**src/shared/ptm_pkg.sv**
```systemverilog
package ptm_pkg;

   // ************************************************************
   // Control word field positions
   // ************************************************************
   localparam int PTM_ON_BIT = 15;      // Timer on
   localparam int PTM_IDLE_BIT = 13;    // Stop while CPU idle
   localparam int PTM_GATE_BIT = 6;     // Gated accumulation
   localparam int PTM_PS_HI = 5;        // Prescale select, high bit
   localparam int PTM_PS_LO = 4;        // Prescale select, low bit
   localparam int PTM_T32_BIT = 3;      // Cascade into 32 bits
   localparam int PTM_CS_BIT = 1;       // External clock source

   // ************************************************************
   // Reset values and all-ones word
   // ************************************************************
   localparam logic [15:0] PTM_COUNT_RST = 16'h0000;
   localparam logic [15:0] PTM_WORD_ONES = 16'hFFFF;
   localparam logic [7:0] PTM_PS_RST = 8'h00;

   // ************************************************************
   // Prescale terminal counts (divide minus one)
   // ************************************************************
   localparam logic [7:0] PTM_DIV1_LAST = 8'h00;
   localparam logic [7:0] PTM_DIV8_LAST = 8'h07;
   localparam logic [7:0] PTM_DIV64_LAST = 8'h3F;
   localparam logic [7:0] PTM_DIV256_LAST = 8'hFF;

   // Select code to last prescaler count
   function automatic logic [7:0] ptm_div_last(input logic [1:0] sel);
      logic [7:0] last;
      last = PTM_DIV1_LAST;
      unique case (sel)
         2'h0: last = PTM_DIV1_LAST;
         2'h1: last = PTM_DIV8_LAST;
         2'h2: last = PTM_DIV64_LAST;
         2'h3: last = PTM_DIV256_LAST;
      endcase
      return last;
   endfunction : ptm_div_last

endpackage : ptm_pkg

```
**src/hw/ptm_paired_timer.sv**
```systemverilog
`timescale 1ns/1ps
// How it works
// - Lower word low, upper word high
// - Cascade uses only lower control, clock, gate
// - Cascade interrupt goes to upper flag, enable
// - Split mode: two independent timers or counters
// - Only lower prescaler output is retimed
// - Cascade timer counts cycles, wraps at period
// - Lower count read latches upper into holding
// - Cascade lower write copies holding into upper word
// - Cascade counter counts synchronised external edges
// - Stop-in-idle bit freezes count during idle
// - Gated mode counts cycles while gate high
// - Cascade gating follows lower control; upper gate ignored
// - Gate fall stops accumulation, keeps count
// - Period match or gate fall sets flag
// - Cascade period match pulses converter trigger
// - Prescaler divides by 1, 8, 64, 256
module ptm_paired_timer
   import ptm_pkg::*;
(
   input wire logic ref_clk,
   input wire logic reset,
   input wire logic [15:0] lower_timer_control,
   input wire logic [15:0] upper_timer_control,
   input wire logic [15:0] lower_period_word,
   input wire logic [15:0] upper_period_word,
   input wire logic lower_count_wr,
   input wire logic lower_count_rd,
   input wire logic upper_count_wr,
   input wire logic holding_wr,
   input wire logic [15:0] write_data,
   input wire logic cpu_idle,
   input wire logic gate_clock_pin,
   input wire logic upper_clock_pin,
   input wire logic lower_irq_enable,
   input wire logic upper_timer_irq_enable,
   input wire logic lower_irq_clear,
   input wire logic upper_irq_clear,
   output logic [15:0] lower_count_word,
   output logic [15:0] upper_count_word,
   output logic [15:0] upper_word_holding,
   output logic lower_irq_flag,
   output logic upper_timer_irq_flag,
   output logic lower_irq,
   output logic upper_irq,
   output logic adc_trigger
);

   // ************************************************************
   // Pin synchronisers
   // ************************************************************
   logic [1:0] pin_s1;   // First stage, read only by second
   logic [1:0] pin_s2;   // Second stage
   logic [1:0] pin_s3;   // Third stage
   logic [1:0] pin_lvl;  // Accepted level
   logic [1:0] pin_prev; // Accepted level one cycle back
   logic [1:0] pin_rise; // Rising edge of accepted level
   logic [1:0] pin_fall; // Falling edge of accepted level

   // Three stages; a change is taken once stages two and three agree
   always_ff @(posedge ref_clk) begin
      if (reset) begin
         pin_s1 <= 2'h0;
         pin_s2 <= 2'h0;
         pin_s3 <= 2'h0;
         pin_lvl <= 2'h0;
         pin_prev <= 2'h0;
      end else begin
         pin_s1 <= {upper_clock_pin, gate_clock_pin};
         pin_s2 <= pin_s1;
         pin_s3 <= pin_s2;
         for (int i = 0; i < 2; i++) begin
            if (pin_s2[i] == pin_s3[i]) begin
               pin_lvl[i] <= pin_s3[i];
            end
         end
         pin_prev <= pin_lvl;
      end
   end

   assign pin_rise = pin_lvl & ~pin_prev;
   assign pin_fall = pin_prev & ~pin_lvl;

   // ************************************************************
   // Control decode
   // ************************************************************
   logic mode32; // Cascaded operation
   logic l_on;   // Lower timer on
   logic u_on;   // Upper timer on
   logic l_gate; // Lower gated accumulation
   logic u_gate; // Upper gated accumulation
   logic l_run;  // Lower may count now
   logic u_run;  // Upper may count now
   logic l_src;  // Lower raw tick
   logic u_src;  // Upper raw tick

   assign mode32 = lower_timer_control[PTM_T32_BIT];
   assign l_on = lower_timer_control[PTM_ON_BIT];
   assign u_on = upper_timer_control[PTM_ON_BIT];
   assign l_gate = lower_timer_control[PTM_GATE_BIT]
                   && !lower_timer_control[PTM_CS_BIT];
   assign u_gate = upper_timer_control[PTM_GATE_BIT]
                   && !upper_timer_control[PTM_CS_BIT];

   // Idle halts only when the stop-in-idle bit is set
   assign l_run = l_on && !(cpu_idle
                  && lower_timer_control[PTM_IDLE_BIT]);
   assign u_run = u_on && !(cpu_idle
                  && upper_timer_control[PTM_IDLE_BIT]);

   // Source: external edge, gated cycle, or every cycle
   always_comb begin
      if (lower_timer_control[PTM_CS_BIT]) begin
         l_src = pin_rise[0];
      end else if (l_gate) begin
         l_src = pin_lvl[0];
      end else begin
         l_src = 1'b1;
      end
   end

   // Upper control is dead in cascade; its gate bit too
   always_comb begin
      if (mode32) begin
         u_src = 1'b0;
      end else if (upper_timer_control[PTM_CS_BIT]) begin
         u_src = pin_rise[1];
      end else if (u_gate) begin
         u_src = pin_lvl[1];
      end else begin
         u_src = 1'b1;
      end
   end

   // ************************************************************
   // Prescalers
   // ************************************************************
   logic tick_l; // Lower prescaled tick
   logic tick_u; // Upper prescaled tick

   ptm_prescaler #(.SYNC_OUT(1'b1)) u_lower_ps (
      .ref_clk(ref_clk),
      .reset(reset),
      .clear(!l_on || lower_count_wr || (mode32 && upper_count_wr)),
      .tick_in(l_run && l_src),
      .prescale_select(lower_timer_control[PTM_PS_HI:PTM_PS_LO]),
      .tick_out(tick_l)
   );

   ptm_prescaler #(.SYNC_OUT(1'b0)) u_upper_ps (
      .ref_clk(ref_clk),
      .reset(reset),
      .clear(!u_on || mode32 || upper_count_wr),
      .tick_in(u_run && u_src),
      .prescale_select(upper_timer_control[PTM_PS_HI:PTM_PS_LO]),
      .tick_out(tick_u)
   );

   // ************************************************************
   // Match detection
   // ************************************************************
   logic [31:0] count32;  // Combined count
   logic [31:0] period32; // Combined period
   logic hit32;           // Cascade period match
   logic hit_l;           // Lower split match
   logic hit_u;           // Upper split match
   logic gate_evt_l;      // Lower gate falling edge event
   logic gate_evt_u;      // Upper gate falling edge event

   assign count32 = {upper_count_word, lower_count_word};
   assign period32 = {upper_period_word, lower_period_word};
   assign hit32 = mode32 && tick_l && (count32 == period32);
   assign hit_l = !mode32 && tick_l
                  && (lower_count_word == lower_period_word);
   assign hit_u = !mode32 && tick_u
                  && (upper_count_word == upper_period_word);
   assign gate_evt_l = l_on && l_gate && pin_fall[0];
   assign gate_evt_u = !mode32 && u_on && u_gate && pin_fall[1];

   // ************************************************************
   // Count words
   // ************************************************************
   // Lower word: a write wins over a tick
   always_ff @(posedge ref_clk) begin
      if (reset) begin
         lower_count_word <= PTM_COUNT_RST;
      end else if (lower_count_wr) begin
         lower_count_word <= write_data;
      end else if (tick_l) begin
         if (hit32 || hit_l) begin
            lower_count_word <= PTM_COUNT_RST;
         end else begin
            lower_count_word <= lower_count_word + 16'h0001;
         end
      end
   end

   // Upper word: carries from lower in cascade
   always_ff @(posedge ref_clk) begin
      if (reset) begin
         upper_count_word <= PTM_COUNT_RST;
      end else if (upper_count_wr) begin
         upper_count_word <= write_data;
      end else if (lower_count_wr && mode32) begin
         upper_count_word <= upper_word_holding;
      end else if (mode32 && tick_l) begin
         if (hit32) begin
            upper_count_word <= PTM_COUNT_RST;
         end else if (lower_count_word == PTM_WORD_ONES) begin
            upper_count_word <= upper_count_word + 16'h0001;
         end
      end else if (tick_u) begin
         if (hit_u) begin
            upper_count_word <= PTM_COUNT_RST;
         end else begin
            upper_count_word <= upper_count_word + 16'h0001;
         end
      end
   end

   // Holding word: a direct write beats a read capture
   always_ff @(posedge ref_clk) begin
      if (reset) begin
         upper_word_holding <= PTM_COUNT_RST;
      end else if (holding_wr) begin
         upper_word_holding <= write_data;
      end else if (lower_count_rd) begin
         upper_word_holding <= upper_count_word;
      end
   end

   // ************************************************************
   // Flags, interrupts, trigger
   // ************************************************************
   logic set_l; // Lower flag event
   logic set_u; // Upper flag event

   assign set_l = !mode32 && (hit_l || gate_evt_l);
   assign set_u = mode32 ? (hit32 || gate_evt_l)
                         : (hit_u || gate_evt_u);

   // Set wins over a clear in the same cycle
   always_ff @(posedge ref_clk) begin
      if (reset) begin
         lower_irq_flag <= 1'b0;
         upper_timer_irq_flag <= 1'b0;
      end else begin
         lower_irq_flag <= set_l || (lower_irq_flag && !lower_irq_clear);
         upper_timer_irq_flag <= set_u
            || (upper_timer_irq_flag && !upper_irq_clear);
      end
   end

   // Interrupt lines follow flag and enable one cycle later
   always_ff @(posedge ref_clk) begin
      if (reset) begin
         lower_irq <= 1'b0;
         upper_irq <= 1'b0;
      end else begin
         lower_irq <= lower_irq_flag && lower_irq_enable;
         upper_irq <= upper_timer_irq_flag && upper_timer_irq_enable;
      end
   end

   // One-cycle converter trigger on upper period match
   always_ff @(posedge ref_clk) begin
      if (reset) begin
         adc_trigger <= 1'b0;
      end else begin
         adc_trigger <= hit32 || hit_u;
      end
   end

   logic quiet; // No count word write this cycle
   assign quiet = !lower_count_wr && !upper_count_wr;
endmodule : ptm_paired_timer

```
**src/hw/ptm_prescaler.sv**
```systemverilog
`timescale 1ns/1ps
module ptm_prescaler
   import ptm_pkg::*;
#(
   parameter bit SYNC_OUT = 1'b1
) (
   input wire logic ref_clk,
   input wire logic reset,
   input wire logic clear,
   input wire logic tick_in,
   input wire logic [1:0] prescale_select,
   output logic tick_out
);

   // ************************************************************
   // Divider counter
   // ************************************************************
   logic [7:0] count; // Input ticks seen in this period
   logic hit;         // Last input tick of the period

   assign hit = tick_in && (count == ptm_div_last(prescale_select));

   // Counter clears on reset, timer off or count write
   always_ff @(posedge ref_clk) begin
      if (reset || clear) begin
         count <= PTM_PS_RST;
      end else if (tick_in) begin
         count <= hit ? PTM_PS_RST : count + 8'h01;
      end
   end

   // ************************************************************
   // Output stage
   // ************************************************************
   generate
      if (SYNC_OUT) begin : g_sync
         // Retimed output; costs one cycle of latency but suits
         // fast external clocks
         logic tick_q;
         always_ff @(posedge ref_clk) begin
            if (reset || clear) begin
               tick_q <= 1'b0;
            end else begin
               tick_q <= hit;
            end
         end
         assign tick_out = tick_q;
      end else begin : g_direct
         // Direct output, no retiming
         assign tick_out = hit;
      end
   endgenerate

endmodule : ptm_prescaler

```
**config.mk**
```make
export PLATFORM = sky130hd
export DESIGN_NAME = ptm_paired_timer
export DESIGN_NICKNAME = d
export VERILOG_FILES = /design/src/shared/ptm_pkg.sv /design/src/hw/ptm_paired_timer.sv /design/src/hw/ptm_prescaler.sv
export SDC_FILE = /design/constraint.sdc
export NUM_CORES = 1
export LEC_CHECK = 0
export ABC_AREA = 1
export BUFFER_PORTS_ARGS = -buffer_cell sky130_fd_sc_hd__buf_2
export CAP_MARGIN = 20
export CORE_ASPECT_RATIO = 1.1
export CORE_MARGIN = 4
export CORE_UTILIZATION = 50
export CTS_CLUSTER_DIAMETER = 50
export CTS_CLUSTER_SIZE = 24
export DETAILED_ROUTE_END_ITERATION = 8
export PLACE_DENSITY_LB_ADDON = 0.05
export SYNTH_ARGS = -nofsm -noshare
export SYNTH_HDL_FRONTEND = slang
export SYNTH_SLANG_ARGS = --single-unit
```
**constraint.sdc**
```tcl
create_clock -name ref_clk -period 2.9 [get_ports ref_clk]
set_input_delay 0.145 -clock ref_clk [delete_from_list [all_inputs] [get_ports ref_clk]]
set_output_delay 0.145 -clock ref_clk [all_outputs]
set_load 0.03 [all_outputs]
```
==> Yosys cells after proc, flatten, opt, wreduce, memory -nomap -nowiden <==
Cells that the tools add are included.
{ "word_totals": {"input_bits": 93, "reg_bits": 80, "output_inout_bits": 53, "elab_cells": 118} }
{ "op_classes": {"bitwise": 4, "mux": 22, "add_sub_neg": 4, "eq_ne": 15, "reduce_logical": 56} }
{ "op_table": {"columns": ["cell", "count"], "rows": [
  ["16-bit two-way mux", 12],
  ["8-bit one-hot mux with 4 select lines", 2],
  ["16-bit by 1-bit adder with 16-bit output (second input constant)", 2],
  ["16-bit == test", 2],
  ["32-bit == test", 1],
  ["1-bit logical AND", 28],
  ["8-bit by 1-bit adder with 8-bit output (second input constant)", 2],
  ["16-bit == test (second input constant)", 1],
  ["8-bit == test", 2],
  ["8-bit two-way mux", 2],
  ["1-bit logical OR", 13],
  ["1-bit zero test", 9],
  ["2-bit == test (second input constant)", 4],
  ["1-bit two-way mux", 6],
  ["5-bit by 3-bit != test with 1-bit output (second input constant)", 1],
  ["2-bit AND", 2],
  ["2-bit by 1-bit == test with 1-bit output (second input constant)", 2],
  ["2-bit zero test", 2],
  ["2-bit NOT", 2],
  ["2-bit nonzero test", 2],
  ["4-bit nonzero test", 1],
  ["1-bit == test", 2],
  ["2-bit AND reduction", 1]
]} }

==> Depth between registers and ports, before layout <==
{ "depth": {"ltp_word": 14, "depth_mapped": 15, "depth_no_buf": 14} }

==> Cells and area by module <==
A second synthesis with hierarchy kept.
{ "hier_totals": {"cells_unflattened": 834, "hier_area_um2": 5217.5} }
{ "modules_own_cells": {"columns": ["mod", "cells_each", "instances", "seq_area_each_um2", "area_each_um2"], "rows": [
  ["ptm_paired_timer", 672, 1, 1261.2, 4175.3],
  ["ptm_prescaler (u_lower_ps)", 81, 1, 180.2, 528.0],
  ["ptm_prescaler (u_upper_ps)", 81, 1, 160.2, 514.2]
]} }

==> Worst setup path after synthesis <==
Ideal clock, no wire load.
{ "synth_path": {"path_type": "reg-to-reg", "start": "register lower_count_word[1]", "end": "register upper_count_word[2]", "setup_ns": 0.128, "setup_slack_ns": 0.828, "n_path_buf": 1, "t_arrival_ns": 1.945, "period_less_slack_ns": 2.072, "path_stages_with_launch": 14, "required_ns": 2.772, "path_cell_list": "dfxtp_1 > ha_1 > nand4_2 > nor2_2 > nand3_2 > nor2_4 > nand3_2 > nand3_2 > nand2_1 > buf_6 > nand3_1 > nand2_1 > nor2_1 > nor2_1"} }
{ "synth_via": {"elab_chain_len": 6, "word_cells_on_any_way": 9, "classes_between": "3 x eq/ne; 4 x mux; 2 x reduce/logical"} }
{ "synth_rtl": {"columns": ["element", "line", "rtl"], "rows": [
  ["from (decl)", "ptm_paired_timer.sv:40", "output logic [15:0] lower_count_word,"],
  ["from (signal assigned)", "ptm_paired_timer.sv:189", "lower_count_word <= write_data;"],
  ["from (signal assigned)", "ptm_paired_timer.sv:194", "lower_count_word <= lower_count_word + 16'h0001;"],
  ["32-bit == test", "ptm_paired_timer.sv:173", "assign hit32 = mode32 && tick_l && (count32 == period32);"],
  ["1-bit logical AND", "ptm_paired_timer.sv:173", null],
  ["16-bit two-way mux", "ptm_paired_timer.sv:208", "if (hit32) begin"],
  ["16-bit two-way mux", "ptm_paired_timer.sv:207", "end else if (mode32 && tick_l) begin"],
  ["16-bit two-way mux", "ptm_paired_timer.sv:205", "end else if (lower_count_wr && mode32) begin"],
  ["16-bit two-way mux", "ptm_paired_timer.sv:203", "end else if (upper_count_wr) begin"],
  ["to (signal assigned)", "ptm_paired_timer.sv:204", "upper_count_word <= write_data;"],
  ["to (signal assigned)", "ptm_paired_timer.sv:206", "upper_count_word <= upper_word_holding;"],
  ["to (signal assigned)", "ptm_paired_timer.sv:211", "upper_count_word <= upper_count_word + 16'h0001;"],
  ["to (decl)", "ptm_paired_timer.sv:41", "output logic [15:0] upper_count_word,"]
]} }
Several ways; a longest one is shown, not always the timed one.
A chain may end at the register's enable or synchronous reset.

==> Worst setup path after layout <==
{ "layout_path": {"start": "register lower_count_word[1]", "end": "register upper_count_word[0]"} }
The elaborated chain is that of the path after synthesis.

==> run metrics <==
antenna viol nets, final=0; Routed WL=14800 µm; Most common cell on crit path=nand3_2; CP peak stage delay=0.41 ns; delay-heaviest family, CP=simple AND/OR/NAND/NOR gates; cell-internal power=1870 µW; status=finished, final reports clean; number of port buffers=126; #FFs+latches synth=80; Worst-Skew Late Latency=0.35 ns; area delta synth->final=17.7%; Netlist cell types=48; Setup crit end kind=register; post-cts sizing count=0; RSZ-0062 raised after global routing=no; largest net degree at the start of global routing=29; Final nets=945; maximum VDD drop=0.257 mV; mapped cell area=4950 µm²; first-pass GRT wire length=23600 µm; CP startpoint=lower_count_word[1]; antenna diode count=0; Yosys top cell area share=0.324; clock share of power=0.343; Pins Over Slew Limit=0; initial drt markers=333; crit path max fanout=11; fmax=426 MHz; postcts setup bufs=0; Post-synth top flop=dfxtp_1; Total Routing Usage GR=0.254; total power=2670 µW; Clk Tree Root Cell=clkbuf_8; worst r2r src=lower_count_word[1]; vias post-DR=5355; fraction of registers with async set/reset=0; Fin. Hold Viols=0; period utilisation layout=0.809; DRC=0; antenna violations before repair=0; Hold WS=0.126 ns; Longest Clk Path Bufs=2; FP Rows=37; Setup CP Type=reg2reg; layout cell share with drive strength beyond 1=0.215; drt pass-1 iters=5; Req. time, crit path=3.18 ns; Area contributors post-synth=dfxtp_1, nand2_1, nor2_1, inv_1, a21oi_1; Tmin final=2.35 ns; filler cell count=897; Initial Util=0.521; Max-Cap Viols=0; Clock Sinks=80; P_sw=802 µW; Reg power frac=0.457; final setup TNS=0 ns; WP buf/inv=0; Warnings, synthesis=0; vias in the first global route=4930; Avg Cell Area, Syn=6.76 µm²; gr ovfl total=0; CTS Hold Bufs=4; CTS tree=built; Slew headroom=0.514; DIE HEIGHT=112 µm; H-tree depth=3; die width=103 µm; worst slew pin tran=0.729 ns; sequential fraction of the synthesis area=0.324; CP max-delay cell=dfxtp_1; Sw Ratio=0.300; Post-synth EDFFs=0; CP startpoint kind=register; crit path DAT=2.62 ns; core footprint=9490 µm²; Die Area=11600 µm²; Final GP Congestion=0.886; hpwl dp=10900 µm; PD cells=458 nW/µm²; Hold Path Class=in2reg; io pins=146; vias per cell=5.53; syn nets=829; Logic pwr share=0.199; Final setup violation count=0; Pleak=0.00259 µW; WL per Instance=15.2 µm; clk_skew=0.00700 ns; Worst-path clk slew=0.08 ns; min-delay src=holding_wr; Yosys top cell by area=dfxtp_1; Syn Inst Count=732; total CTS buffers=9; Cell Chain, Critical Path=ha_1 -> nand4_2 -> nor2_2 -> nand3_2 -> nor2_4 -> nand3_2 -> nand3_2 -> nand2_1 -> nand2_1 -> nor2_1 -> nor3_1
[power by group through the flow]
stage          clock (µW)  combinational [µW]  sequential, µW
3_3_place_gp            0                 516            1240
6_report              917                 532            1220
2_1_floorplan           0                 271            1320
4_1_cts               939                 528            1220
3_5_place_dp            0                 522            1250
5_1_grt               989                 584            1230
[path summary, 6_finish.rpt]
path         cells after the start  slack, ns                     to
min                              3       0.13  upper_word_holding[3]
max reg2reg                     11       0.55    upper_count_word[0]
max                             11       0.55    upper_count_word[0]
min reg2reg                      2       0.40              pin_s2[1]
[through the flow]
stage                      util  cells  setup slack (ns)  cell area, µm²
final                     0.614    969             0.554            5820
after global routing      0.614    969             0.325            5820
after CTS                 0.613    968             0.588            5820
after detailed placement  0.585    949             0.610            5560
after global placement    0.585    949             0.682            5560
after floorplan               -    732             0.828            4950
[layout make-up]
class                           count  area (µm²)  area share
Clock inverter                      3        65.1      0.0112
Tap cell                          117         146      0.0251
Inverter                           88         330      0.0567
Timing Repair Buffer              135         708       0.122
Clock buffer                       12         155      0.0266
Sequential cell                    80        1600       0.275
Multi-Input combinational cell    534        2820       0.484
[metal layers]
layer / global-route usage / vias up / part of all wire
met5: 0 / - / 0
met4: 0.0829 / 0 / 0.020
met3: 0.0429 / 23 / 0.077
met2: 0.410 / 222 / 0.47
met1: 0.343 / 2432 / 0.43
li1: - / 2678 / -
[tightest hold or removal path, delay by kind of cell]
family	cells	cell delay, ns
AOI/OAI and AO/OA	1	0.06
buffers and inverters	1	0.14
and+or+nand+nor	1	0.09
[Yosys cell counts (2+ instances only)]
cell and number:
a21oi_2 4, inv_2 5, buf_4 3, buf_6 7
nor3b_1 3, a31oi_1 15, ha_1 4, nor3_1 13
o21bai_1 2, nor2_4 3, a22oi_1 16, o31ai_1 3
o211ai_1 2, nor4_1 2, o21ai_1 3, clkbuf_1 15
or2_2 6, o21ai_0 29, nand2_1 153, nor3_2 3
nand3_1 37, buf_2 3, o221ai_1 16, inv_1 81
xnor2_1 22, nand4_1 20, xor2_1 5, clkinv_1 2
a21oi_1 47, nor2_1 100, nand3_2 10, nor2_2 3
dfxtp_1 80
[registers in the layout (all words and copies together), names as in the netlist]
signal and flops:
pin_s3 2, pin_s1 2, upper_count_word 16, u_upper_ps.count 8
upper_irq 1, lower_irq_flag 1, u_lower_ps.count 8, u_lower_ps.tick_out 1
pin_s2 2, adc_trigger 1, upper_timer_irq_flag 1, pin_prev 2
lower_irq 1, pin_lvl 2, lower_count_word 16, upper_word_holding 16
[cell families (layout without fill, tap and decap cells)]
kind of cell / count (synthesis) / in the layout / synth area share
simple gates: 360 / 360 / 0.333
compound gates: 143 / 143 / 0.179
buf+inv: 118 / 238 / 0.107
flops: 80 / 80 / 0.324
xor+xnor: 27 / 27 / 0.0478
fa+ha+maj: 4 / 4 / 0.0101
[cells in the final DEF (no fill, tap or decap), types with 20 or more instances in the layout]
master,count
o21ai_0,29
nand2_1,153
dfxtp_1,80
a21oi_1,47
xnor2_1,22
buf_2,126
inv_1,81
nand3_1,37
nand4_1,20
nor2_1,100
(Power assumes the default switching activity.)
